==> src/core/hs_gate_pkg.sv <==
// Constants and carrier types for the high-side gate enable logic.
// Assumes one 250 MHz clock and a word-wide register port from the SPI core.
package hs_gate_pkg;

   ////////////////////////////////////////////////////////////////////////
   // Geometry and timing
   localparam int NUM_CHANNELS = 5;
   localparam int SLEW_WIDTH = 2;
   localparam int REG_ADDR_WIDTH = 10;
   localparam int REG_DATA_WIDTH = 16;
   localparam int CLK_FREQ_MHZ = 250;
   localparam int DIGITAL_OUTPUT_READY_TIME_US = 300;
   // Longest time; 300 us at 250 MHz gives exactly 75000 cycles, with no rounding
   localparam int READY_CYCLES =
      DIGITAL_OUTPUT_READY_TIME_US * CLK_FREQ_MHZ;

   ////////////////////////////////////////////////////////////////////////
   // Register offsets
   localparam logic [9:0] DRIVER_CONFIGURATION_OFS = 10'h1C5;
   localparam logic [9:0] BACKUP_CLOCK_STATE_OFS = 10'h1C7;
   localparam logic [9:0] SLEW_SELECT_OFS = 10'h1C8;
   localparam logic [9:0] DRIVER_FAULT_STATE_OFS = 10'h1D2;

   // driver_configuration fields
   localparam int CFG_OVER_TEMP_IRQ_EN_BIT = 0;
   localparam int CFG_BOOST_UV_IRQ_EN_BIT = 1;
   localparam int CFG_CH5_OVERRIDE_BIT = 2;
   localparam int CFG_BOOST_UV_SHUTDOWN_EN_BIT = 3;
   localparam int CFG_BOOST_UV_MONITOR_EN_BIT = 4;
   localparam int CFG_WIDTH = 5;
   localparam logic [4:0] CFG_RESET = 5'h00;

   // backup_clock_state fields
   localparam int CLK_LOSS_SHUTDOWN_EN_BIT = 0;
   localparam int CLK_OK_BIT = 1;
   localparam logic CLK_LOSS_SHUTDOWN_RESET = 1'b0;

   // Slew select: two bits per channel, channel 0 lowest
   localparam logic [9:0] SLEW_RESET = 10'h000;

   // driver_fault_state fields
   localparam int ST_OVER_TEMP_BIT = 0;
   localparam int ST_DRIVE_ENABLE_BIT = 1;
   localparam int ST_BOOST_UV_BIT = 2;
   localparam int ST_GATE_UV_BIT = 3;
   localparam int ST_LOGIC_UV_BIT = 4;
   localparam int ST_LOGIC_OV_BIT = 5;
   localparam int ST_IRQ_PENDING_BIT = 6;

   ////////////////////////////////////////////////////////////////////////
   // Carriers
   typedef struct packed {
      logic drive_enable;
      logic override_en;
      logic gate_supply_undervoltage;
      logic logic_supply_undervoltage;
      logic boost_block;
      logic clock_block;
      logic logic_supply_overvoltage;
      logic in_reset;
   } gate_qual_t;

   typedef struct packed {
      logic wr;
      logic rd;
      logic [REG_ADDR_WIDTH-1:0] addr;
      logic [REG_DATA_WIDTH-1:0] wdata;
   } reg_req_t;

endpackage

==> src/core/gate_channel.sv <==
// One high-side channel: qualifies the sequencer request with faults.
// Assumes all qualifiers are already synchronous to the system clock.
module gate_channel
   import hs_gate_pkg::*;
#(
   parameter bit OVERRIDE_CAPABLE = 1'b0
) (
   input wire gate_qual_t qual,
   input wire logic request,
   output logic command,
   output logic pull_up,
   output logic pull_down
);

   logic enable_ok;

   // Only the override-capable channel may ignore the enable pin
   assign enable_ok = qual.drive_enable |
                      (OVERRIDE_CAPABLE & qual.override_en);

   // Pure combinational path, no register in the way
   assign command = enable_ok & request &
                    ~qual.gate_supply_undervoltage &
                    ~qual.logic_supply_undervoltage &
                    ~qual.boost_block &
                    ~qual.clock_block &
                    ~qual.logic_supply_overvoltage &
                    ~qual.in_reset;

   // Low side use changes only the wiring outside
   assign pull_up = command;
   assign pull_down = ~command;

endmodule

==> src/core/ready_timer.sv <==
// Counts from reset release until the digital outputs may be trusted.
// Assumes reset is asynchronous and active high.
module ready_timer #(
   parameter int CYCLES = 75000
) (
   input wire logic ref_clk,
   input wire logic rst,
   output logic ready_q
);

   localparam int CW = (CYCLES < 2) ? 1 : $clog2(CYCLES + 1);

   logic [CW-1:0] count_q;

   generate
      if (CYCLES < 1) begin : g_bad
         $error("ready_timer: CYCLES must be at least one");
      end
   endgenerate

   always_ff @(posedge ref_clk or posedge rst) begin
      if (rst) begin
         count_q <= '0;
      end else if (!ready_q) begin
         count_q <= count_q + CW'(1);
      end
   end

   // Ready at exactly CYCLES edges after release
   always_ff @(posedge ref_clk or posedge rst) begin
      if (rst) begin
         ready_q <= 1'b0;
      end else if (count_q == CW'(CYCLES - 1)) begin
         ready_q <= 1'b1;
      end
   end

endmodule

==> src/core/highside_gate_enable_logic.sv <==
// High-side gate enable logic: fault gating for five pre-drivers,
// its configuration and status registers and its interrupt request.
// Assumes the SPI core presents single-cycle register strobes and that
// all monitor flags and the enable pin are synchronous to ref_clk.
//
// Summary of operation
// - Overtemperature from the monitor shows as a status flag.
// - Overtemperature with its enable set raises the interrupt request.
// - Enable pin low turns every pre-driver off except channel five with override set; registers keep working.
// - Enable pin level is readable in the fault state register.
// - Logic supply overvoltage forces all pre-drivers off while present.
// - Digital outputs are ready within 300 us of reset release.
// - During reset every gate is pulled down to its source.
// - Five channels, each with a two-bit slew select set over SPI.
// - Override bit lets channel five ignore the enable pin.
// - Gate or logic supply undervoltage forces gate commands off.
// - Boost undervoltage forces commands off when shutdown is enabled.
// - Clock loss forces gates off when enabled; enable resets off.
// - Command high only with enable or ch5 override, no gate or logic undervoltage, clock ok when clock loss is enabled, request.
// - Low command pulls the gate down, high command pulls it up.
// - Channel requests come from the sequencing cores.
// - Any channel may serve as a low-side driver, same gating.
// - Boost undervoltage flag is active high, gated by monitor enable.
module highside_gate_enable_logic
   import hs_gate_pkg::*;
#(
   parameter int NCH = NUM_CHANNELS,
   parameter int READY_CYC = READY_CYCLES
) (
   input wire logic ref_clk,
   input wire logic rst,
   input wire logic [NCH-1:0] channel_request,
   input wire logic drive_enable,
   input wire logic gate_supply_undervoltage,
   input wire logic logic_supply_undervoltage,
   input wire logic logic_supply_overvoltage,
   input wire logic boost_below_threshold,
   input wire logic clock_ok,
   input wire logic over_temp,
   input wire reg_req_t reg_req,
   output logic [REG_DATA_WIDTH-1:0] reg_rdata_q,
   output logic reg_rvalid_q,
   output logic irq_request_q,
   output logic digital_ready_q,
   output logic [NCH*SLEW_WIDTH-1:0] slew_select_q,
   output logic [NCH-1:0] gate_command,
   output logic [NCH-1:0] gate_pull_up,
   output logic [NCH-1:0] gate_pull_down
);

   ////////////////////////////////////////////////////////////////////////
   // Elaboration checks

   generate
      if (NCH != NUM_CHANNELS) begin : g_bad_nch
         $error("highside_gate_enable_logic: only five channels");
      end
      if (READY_CYC < 1) begin : g_bad_ready
         $error("highside_gate_enable_logic: READY_CYC below one");
      end
   endgenerate

   ////////////////////////////////////////////////////////////////////////
   // Declarations

   logic [CFG_WIDTH-1:0] config_q;
   logic clock_loss_en_q;
   logic [NCH*SLEW_WIDTH-1:0] slew_d;
   logic over_temp_seen_q;
   logic boost_uv_seen_q;
   logic irq_pending_q;
   logic boost_undervoltage;
   logic over_temp_rise;
   logic boost_uv_rise;
   logic irq_event;
   logic irq_clear;
   logic wr_ok;
   logic rd_ok;
   logic hit_cfg;
   logic hit_clk;
   logic hit_slew;
   logic hit_status;
   logic [REG_DATA_WIDTH-1:0] status_word;
   logic [REG_DATA_WIDTH-1:0] read_mux;
   logic ot_irq_en;
   logic boost_irq_en;
   logic ch5_override_en;
   logic boost_shutdown_en;
   logic boost_monitor_en;
   logic wr_cfg;
   logic wr_clk;
   logic wr_slew;
   logic boost_block;
   logic clock_block;
   logic ot_irq_event;
   logic boost_irq_event;
   logic [REG_DATA_WIDTH-1:0] cfg_word;
   logic [REG_DATA_WIDTH-1:0] clk_word;
   logic [REG_DATA_WIDTH-1:0] slew_word;
   gate_qual_t qual;

   ////////////////////////////////////////////////////////////////////////
   // Ready timer

   ready_timer #(
      .CYCLES(READY_CYC)
   ) u_ready (
      .ref_clk(ref_clk),
      .rst(rst),
      .ready_q(digital_ready_q)
   );

   ////////////////////////////////////////////////////////////////////////
   // Register decode
   // Accesses before ready are dropped so the host sees a clean start

   assign wr_ok = reg_req.wr & digital_ready_q;
   assign rd_ok = reg_req.rd & digital_ready_q & ~reg_req.wr;

   assign hit_cfg = (reg_req.addr == DRIVER_CONFIGURATION_OFS);
   assign hit_clk = (reg_req.addr == BACKUP_CLOCK_STATE_OFS);
   assign hit_slew = (reg_req.addr == SLEW_SELECT_OFS);
   assign hit_status = (reg_req.addr == DRIVER_FAULT_STATE_OFS);

   assign wr_cfg = wr_ok & hit_cfg;
   assign wr_clk = wr_ok & hit_clk;
   assign wr_slew = wr_ok & hit_slew;

   ////////////////////////////////////////////////////////////////////////
   // Driver configuration

   always_ff @(posedge ref_clk or posedge rst) begin
      if (rst) begin
         config_q <= CFG_RESET;
      end else if (wr_cfg) begin
         config_q <= reg_req.wdata[CFG_WIDTH-1:0];
      end
   end

   ////////////////////////////////////////////////////////////////////////
   // Configuration fields by name
   // Named once here so the gating below reads like the rules

   assign ot_irq_en = config_q[CFG_OVER_TEMP_IRQ_EN_BIT];
   assign boost_irq_en = config_q[CFG_BOOST_UV_IRQ_EN_BIT];
   assign ch5_override_en = config_q[CFG_CH5_OVERRIDE_BIT];
   assign boost_shutdown_en = config_q[CFG_BOOST_UV_SHUTDOWN_EN_BIT];
   assign boost_monitor_en = config_q[CFG_BOOST_UV_MONITOR_EN_BIT];

   ////////////////////////////////////////////////////////////////////////
   // Clock loss shutdown enable, off after reset

   always_ff @(posedge ref_clk or posedge rst) begin
      if (rst) begin
         clock_loss_en_q <= CLK_LOSS_SHUTDOWN_RESET;
      end else if (wr_clk) begin
         clock_loss_en_q <= reg_req.wdata[CLK_LOSS_SHUTDOWN_EN_BIT];
      end
   end

   ////////////////////////////////////////////////////////////////////////
   // Slew select per channel

   always_comb begin
      slew_d = slew_select_q;
      if (wr_slew) begin
         slew_d = reg_req.wdata[NCH*SLEW_WIDTH-1:0];
      end
   end

   always_ff @(posedge ref_clk or posedge rst) begin
      if (rst) begin
         slew_select_q <= SLEW_RESET;
      end else begin
         slew_select_q <= slew_d;
      end
   end

   ////////////////////////////////////////////////////////////////////////
   // Boost undervoltage flag
   // Monitor enable masks the comparator; shutdown enable is separate

   assign boost_undervoltage = boost_below_threshold &
                               boost_monitor_en;

   ////////////////////////////////////////////////////////////////////////
   // Shutdown causes that depend on an enable
   // Kept combinational so a fault cuts the gate in its own cycle

   assign boost_block = boost_undervoltage & boost_shutdown_en;
   assign clock_block = clock_loss_en_q & ~clock_ok;

   ////////////////////////////////////////////////////////////////////////
   // Interrupt sources

   always_ff @(posedge ref_clk or posedge rst) begin
      if (rst) begin
         over_temp_seen_q <= 1'b0;
      end else begin
         over_temp_seen_q <= over_temp;
      end
   end

   always_ff @(posedge ref_clk or posedge rst) begin
      if (rst) begin
         boost_uv_seen_q <= 1'b0;
      end else begin
         boost_uv_seen_q <= boost_undervoltage;
      end
   end

   // Edges only, so a standing fault does not refire after a clear
   assign over_temp_rise = over_temp & ~over_temp_seen_q;
   assign boost_uv_rise = boost_undervoltage & ~boost_uv_seen_q;

   assign ot_irq_event = over_temp_rise & ot_irq_en;
   assign boost_irq_event = boost_uv_rise & boost_irq_en;
   assign irq_event = ot_irq_event | boost_irq_event;

   // Reading the fault state acknowledges the request
   assign irq_clear = rd_ok & hit_status;

   // A new event in the clearing cycle wins
   always_ff @(posedge ref_clk or posedge rst) begin
      if (rst) begin
         irq_pending_q <= 1'b0;
      end else if (irq_event) begin
         irq_pending_q <= 1'b1;
      end else if (irq_clear) begin
         irq_pending_q <= 1'b0;
      end
   end

   always_ff @(posedge ref_clk or posedge rst) begin
      if (rst) begin
         irq_request_q <= 1'b0;
      end else begin
         irq_request_q <= (irq_pending_q & ~irq_clear) | irq_event;
      end
   end

   ////////////////////////////////////////////////////////////////////////
   // Status word

   always_comb begin
      status_word = '0;
      status_word[ST_OVER_TEMP_BIT] = over_temp;
      status_word[ST_DRIVE_ENABLE_BIT] = drive_enable;
      status_word[ST_BOOST_UV_BIT] = boost_undervoltage;
      status_word[ST_GATE_UV_BIT] = gate_supply_undervoltage;
      status_word[ST_LOGIC_UV_BIT] = logic_supply_undervoltage;
      status_word[ST_LOGIC_OV_BIT] = logic_supply_overvoltage;
      status_word[ST_IRQ_PENDING_BIT] = irq_pending_q;
   end

   ////////////////////////////////////////////////////////////////////////
   // Register words, unused bits read zero
   // One word per register keeps the read select flat

   always_comb begin
      cfg_word = '0;
      cfg_word[CFG_WIDTH-1:0] = config_q;
   end

   always_comb begin
      clk_word = '0;
      clk_word[CLK_LOSS_SHUTDOWN_EN_BIT] = clock_loss_en_q;
      clk_word[CLK_OK_BIT] = clock_ok;
   end

   always_comb begin
      slew_word = '0;
      slew_word[NCH*SLEW_WIDTH-1:0] = slew_select_q;
   end

   ////////////////////////////////////////////////////////////////////////
   // Read path

   always_comb begin
      read_mux = '0;
      if (hit_cfg) begin
         read_mux = cfg_word;
      end else if (hit_clk) begin
         read_mux = clk_word;
      end else if (hit_slew) begin
         read_mux = slew_word;
      end else if (hit_status) begin
         read_mux = status_word;
      end
   end

   // Data holds until the next read; unmapped reads return zero
   always_ff @(posedge ref_clk or posedge rst) begin
      if (rst) begin
         reg_rdata_q <= '0;
      end else if (rd_ok) begin
         reg_rdata_q <= read_mux;
      end
   end

   always_ff @(posedge ref_clk or posedge rst) begin
      if (rst) begin
         reg_rvalid_q <= 1'b0;
      end else begin
         reg_rvalid_q <= rd_ok;
      end
   end

   ////////////////////////////////////////////////////////////////////////
   // Gate qualifiers
   // Kept off the flip-flops on purpose: a fault must cut the gate at once

   always_comb begin
      qual = '0;
      qual.drive_enable = drive_enable;
      qual.override_en = ch5_override_en;
      qual.gate_supply_undervoltage = gate_supply_undervoltage;
      qual.logic_supply_undervoltage = logic_supply_undervoltage;
      qual.boost_block = boost_block;
      qual.clock_block = clock_block;
      qual.logic_supply_overvoltage = logic_supply_overvoltage;
      qual.in_reset = rst;
   end

   ////////////////////////////////////////////////////////////////////////
   // Channels

   generate
      for (genvar ch = 0; ch < NCH; ch++) begin : g_ch
         gate_channel #(
            .OVERRIDE_CAPABLE(ch == NCH - 1)
         ) u_ch (
            .qual(qual),
            .request(channel_request[ch]),
            .command(gate_command[ch]),
            .pull_up(gate_pull_up[ch]),
            .pull_down(gate_pull_down[ch])
         );
      end
   endgenerate

endmodule

==> config.mk <==
export PLATFORM = sky130hd
export DESIGN_NAME = highside_gate_enable_logic
export DESIGN_NICKNAME = d
export VERILOG_FILES = /design/src/core/hs_gate_pkg.sv /design/src/core/gate_channel.sv /design/src/core/ready_timer.sv /design/src/core/highside_gate_enable_logic.sv
export SDC_FILE = /design/constraint.sdc
export NUM_CORES = 1
export LEC_CHECK = 0
export BUFFER_PORTS_ARGS = -buffer_cell sky130_fd_sc_hd__buf_2
export CAP_MARGIN = 20
export CORE_UTILIZATION = 33
export DETAILED_ROUTE_END_ITERATION = 16
export GPL_ROUTABILITY_DRIVEN = 0
export SYNTH_ARGS = -nofsm -noshare
export SYNTH_HDL_FRONTEND = slang
export SYNTH_SLANG_ARGS = --single-unit
==> constraint.sdc <==
create_clock -name ref_clk -period 2.92 [get_ports ref_clk]
set_input_delay 0 -clock ref_clk [delete_from_list [all_inputs] [get_ports ref_clk]]
set_output_delay 0 -clock ref_clk [all_outputs]
set_load 0.03 [all_outputs]
==> flow_summary.toml <==
[die]
initial_utilization_pct = 33.9
dieHeight_um = 88.1
chipWidth_um = 88.1
pin_count = 86
rows = 31
dieArea_um2 = 7760
core_area_um2 = 7210

[clock_network]
clk_latency_ns = 0.30
clk_path_buf_depth = 2
h-tree-depth = 2
cts_made_buffers = 5
clkSlewWorstSetupHoldPaths_ns = 0.10
holdBufCountCts = 12
post_cts_buffers = 0
root_buffer = "clkbuf_8"
cts-resized-gates = 0
clock_sinks = 49
tritoncts = "yes"

[cells_and_area]
seqCellArea_um2 = 1230
final_layout_size_suffix_gt1_share_pct = 35.9
final_net_count = 337
syn_to_final_growth_pct = 23.2
multi_input_area_um2 = 1010
num_antenna_cells = 0
fillers = 709
fin_util_pct = 41.8
design_area_um2 = 3020

[synthesis]
ys_seq_elements = 49
synth-edff-count = 0
avgSynthCellArea_um2 = 11.1
ys_seq_area_share_pct = 50.1
synth.cell_area_um2 = 2450
synth_warnings = 0
synth.distinct_cells = 47
synth_flop_cell = "dfrtp_1"
syn_inst = 221
async_flop_share_pct = 100

[setup_path]
start_kind = "input port"
timing.rr.start = "u_ready.ready_q"
end_kind = "primary output"
r2r_setup_slack_ns = 1.09
r2r_end = "slew_select_q[4]"
worstSetupEndpoint = "gate_pull_up[4]"
cp_data_required_time_ns = 2.92
startpoint = "rst"
cp_max_fo = 5
reg2reg_depth = 3
critPathKind = "input port to primary output"
worstPathArrival_ns = 2.09

[sta]
drv_slew = 0
skew_ns = 0.00664
relSlewSlack_pct = 45.4
fmax_mhz = 478
min_period_ns = 2.09
setup_tns_ns = 0
fin_crit_sh_pct = 71.7
setup_viol = 0
hold_viol = 0
worst_pin_slew_ns = 0.813
hold_slack_ns = 0.0102
rsz0062_at_grt = "false"

[placed_design]
hpwl_um = 3840
dpl_cell_area_um2 = 2780
io_buffer_count = 73

[pwr]
p_seq_share_pct = 58.1
combPwrFrac_pct = 7.5
irDropWorstVdd_mv = 0.238
clkPwrFrac_pct = 34.4
total_power_mw = 1.17
leakage_nw = 1.52
internal_power_mw = 0.884
power_switching_mw = 0.284
powerDensity_nw_per_um2 = 387
p_sw_share_pct = 24.3

[grt]
grt_pass1_vias = 1772
grt_pass1_wl_um = 8500
grtUsageTotal_pct = 14.4
antenna_found_initial = 0
grt_max_degree = 50
overflow = 0

[outcome]
status = "complete, no violations"

[routing]
post-route-drc-count = 0
firstDrtPassIters = 4
wl_um = 5410
antenna_left = 0
vias_per_cell = 4.84
vias = 1906
wire_per_inst_um = 13.7
drtIter0Drc = 70

[run]
timing.max_cap.violations = 0

[min_path]
min-delay-path-class = "input port to flop"
-- worst max-delay path, cell delays in order --
cell	delay [ns]
dlygate4sd3_1	0.53
buf_2	0.13
or4_1	0.43
a221oi_1	0.50
o211ai_1	0.20
inv_1	0.11
buf_2	0.20
-- power groups by stage --
stage	Sequential, mW	Combinational (mW)	Clock (mW)
after global placement	0.692	0.0719	0
final	0.679	0.0878	0.401
after detailed placement	0.692	0.0724	0
after floorplan	0.692	0.0456	0
after global routing	0.679	0.0973	0.443
after CTS	0.679	0.0850	0.415
-- placed cells by master, fill, tap and decap left out, drive strengths merged, types with 2 or more instances in the layout --
cell	instances
a21o	2
a221o	2
a22o	3
a22oi	7
and3	6
buf	75
clkbuf	5
clkinvlp	3
conb	6
dfrtp	49
dlygate4sd3	12
inv	14
mux2	17
nand2	10
nand2b	3
nand3	5
nand3b	6
nand4b	3
nand4bb	2
nor2	9
nor3	8
nor4	2
o21ai	7
or2	2
or3	3
xnor2	12
xor2	4
-- logic make-up (layout without fill, tap and decap cells) --
kind of cell               after synthesis  in the layout  synth area share [%]
buffers and inverters                   40            109                  9.46
DFF                                     49             49                  50.1
muxes                                   18             18                  8.23
AOI/OAI and AO/OA                       28             28                  8.54
xor gates and xnor gates                16             16                  5.73
adders and majority gates                1              1                 0.511
and+or+nand+nor                         68             68                  17.3
other                                    1              6                 0.153
-- routing by layer --
layer | track usage, % | wire, um | vias up
met5 | 0 | 0 | -
met4 | 3.08 | 23 | 0
met3 | 3.02 | 336 | 4
met2 | 23.3 | 2560 | 74
met1 | 19.9 | 2490 | 932
li1 | - | - | 896
-- synthesized netlist by cell type (3+ instances only) --
| cell | n | area, um2 |
|---|---|---|
| nand3_1 | 5 | 25.0 |
| nand3b_1 | 6 | 45.0 |
| nor2_1 | 8 | 30.0 |
| inv_1 | 14 | 52.6 |
| xor2_1 | 4 | 35.0 |
| nand4b_1 | 3 | 26.3 |
| buf_4 | 21 | 158 |
| mux2_2 | 17 | 191 |
| dfrtp_1 | 49 | 1230 |
| o21ai_0 | 7 | 35.0 |
| a22o_1 | 3 | 26.3 |
| nand2_1 | 10 | 37.5 |
| a22oi_1 | 7 | 52.6 |
| or3_1 | 3 | 18.8 |
| nand2b_1 | 3 | 18.8 |
| and3_1 | 6 | 37.5 |
| clkbuf_1 | 3 | 11.3 |
| nor3_1 | 6 | 30.0 |
| xnor2_1 | 12 | 105 |
-- sequential cells by signal (all words and copies together) (netlist names) --
register and flops:
boost_uv_seen_q 1, clock_loss_en_q 1, config_q 5, irq_pending_q 1, irq_request_q 1, over_temp_seen_q 1, reg_rdata_q 10, reg_rvalid_q 1
slew_select_q 10, u_ready.count_q 17, u_ready.ready_q 1
-- layout make-up --
| cell class | instances | area share [%] |
|---|---|---|
| Clock buffer | 5 | 2.28 |
| Tap cell | 99 | 4.11 |
| Inverter | 14 | 1.74 |
| Timing Repair Buffer | 87 | 17.0 |
| Clock inverter | 3 | 0.747 |
| Multi-Input combinational cell | 137 | 33.4 |
| Sequential cell | 49 | 40.7 |
-- worst min path at each step --
| stage | startpoint | end | depth (start not counted) | slack [ns] |
|---|---|---|---|---|
| finish | gate_supply_undervoltage | reg_rdata_q[3] | 3 | 0.01 |
| global route | boost_below_threshold | boost_uv_seen_q | 2 | 0.02 |
| CTS | gate_supply_undervoltage | reg_rdata_q[3] | 3 | 0.0006 |
| detailed placement | over_temp | over_temp_seen_q | 1 | 0.15 |
| global placement | over_temp | over_temp_seen_q | 1 | 0.16 |
| floorplan | over_temp | over_temp_seen_q | 0 | 0.03 |
-- per-stage QoR --
| step | setup slack, ns | instances |
|---|---|---|
| after global placement | 1.01 | 373 |
| final | 0.827 | 394 |
| after detailed placement | 0.991 | 373 |
| after CTS | 0.833 | 393 |
| after floorplan | 1.08 | 226 |
| after global routing | 0.686 | 394 |
Power figures use the tool's default switching activity.
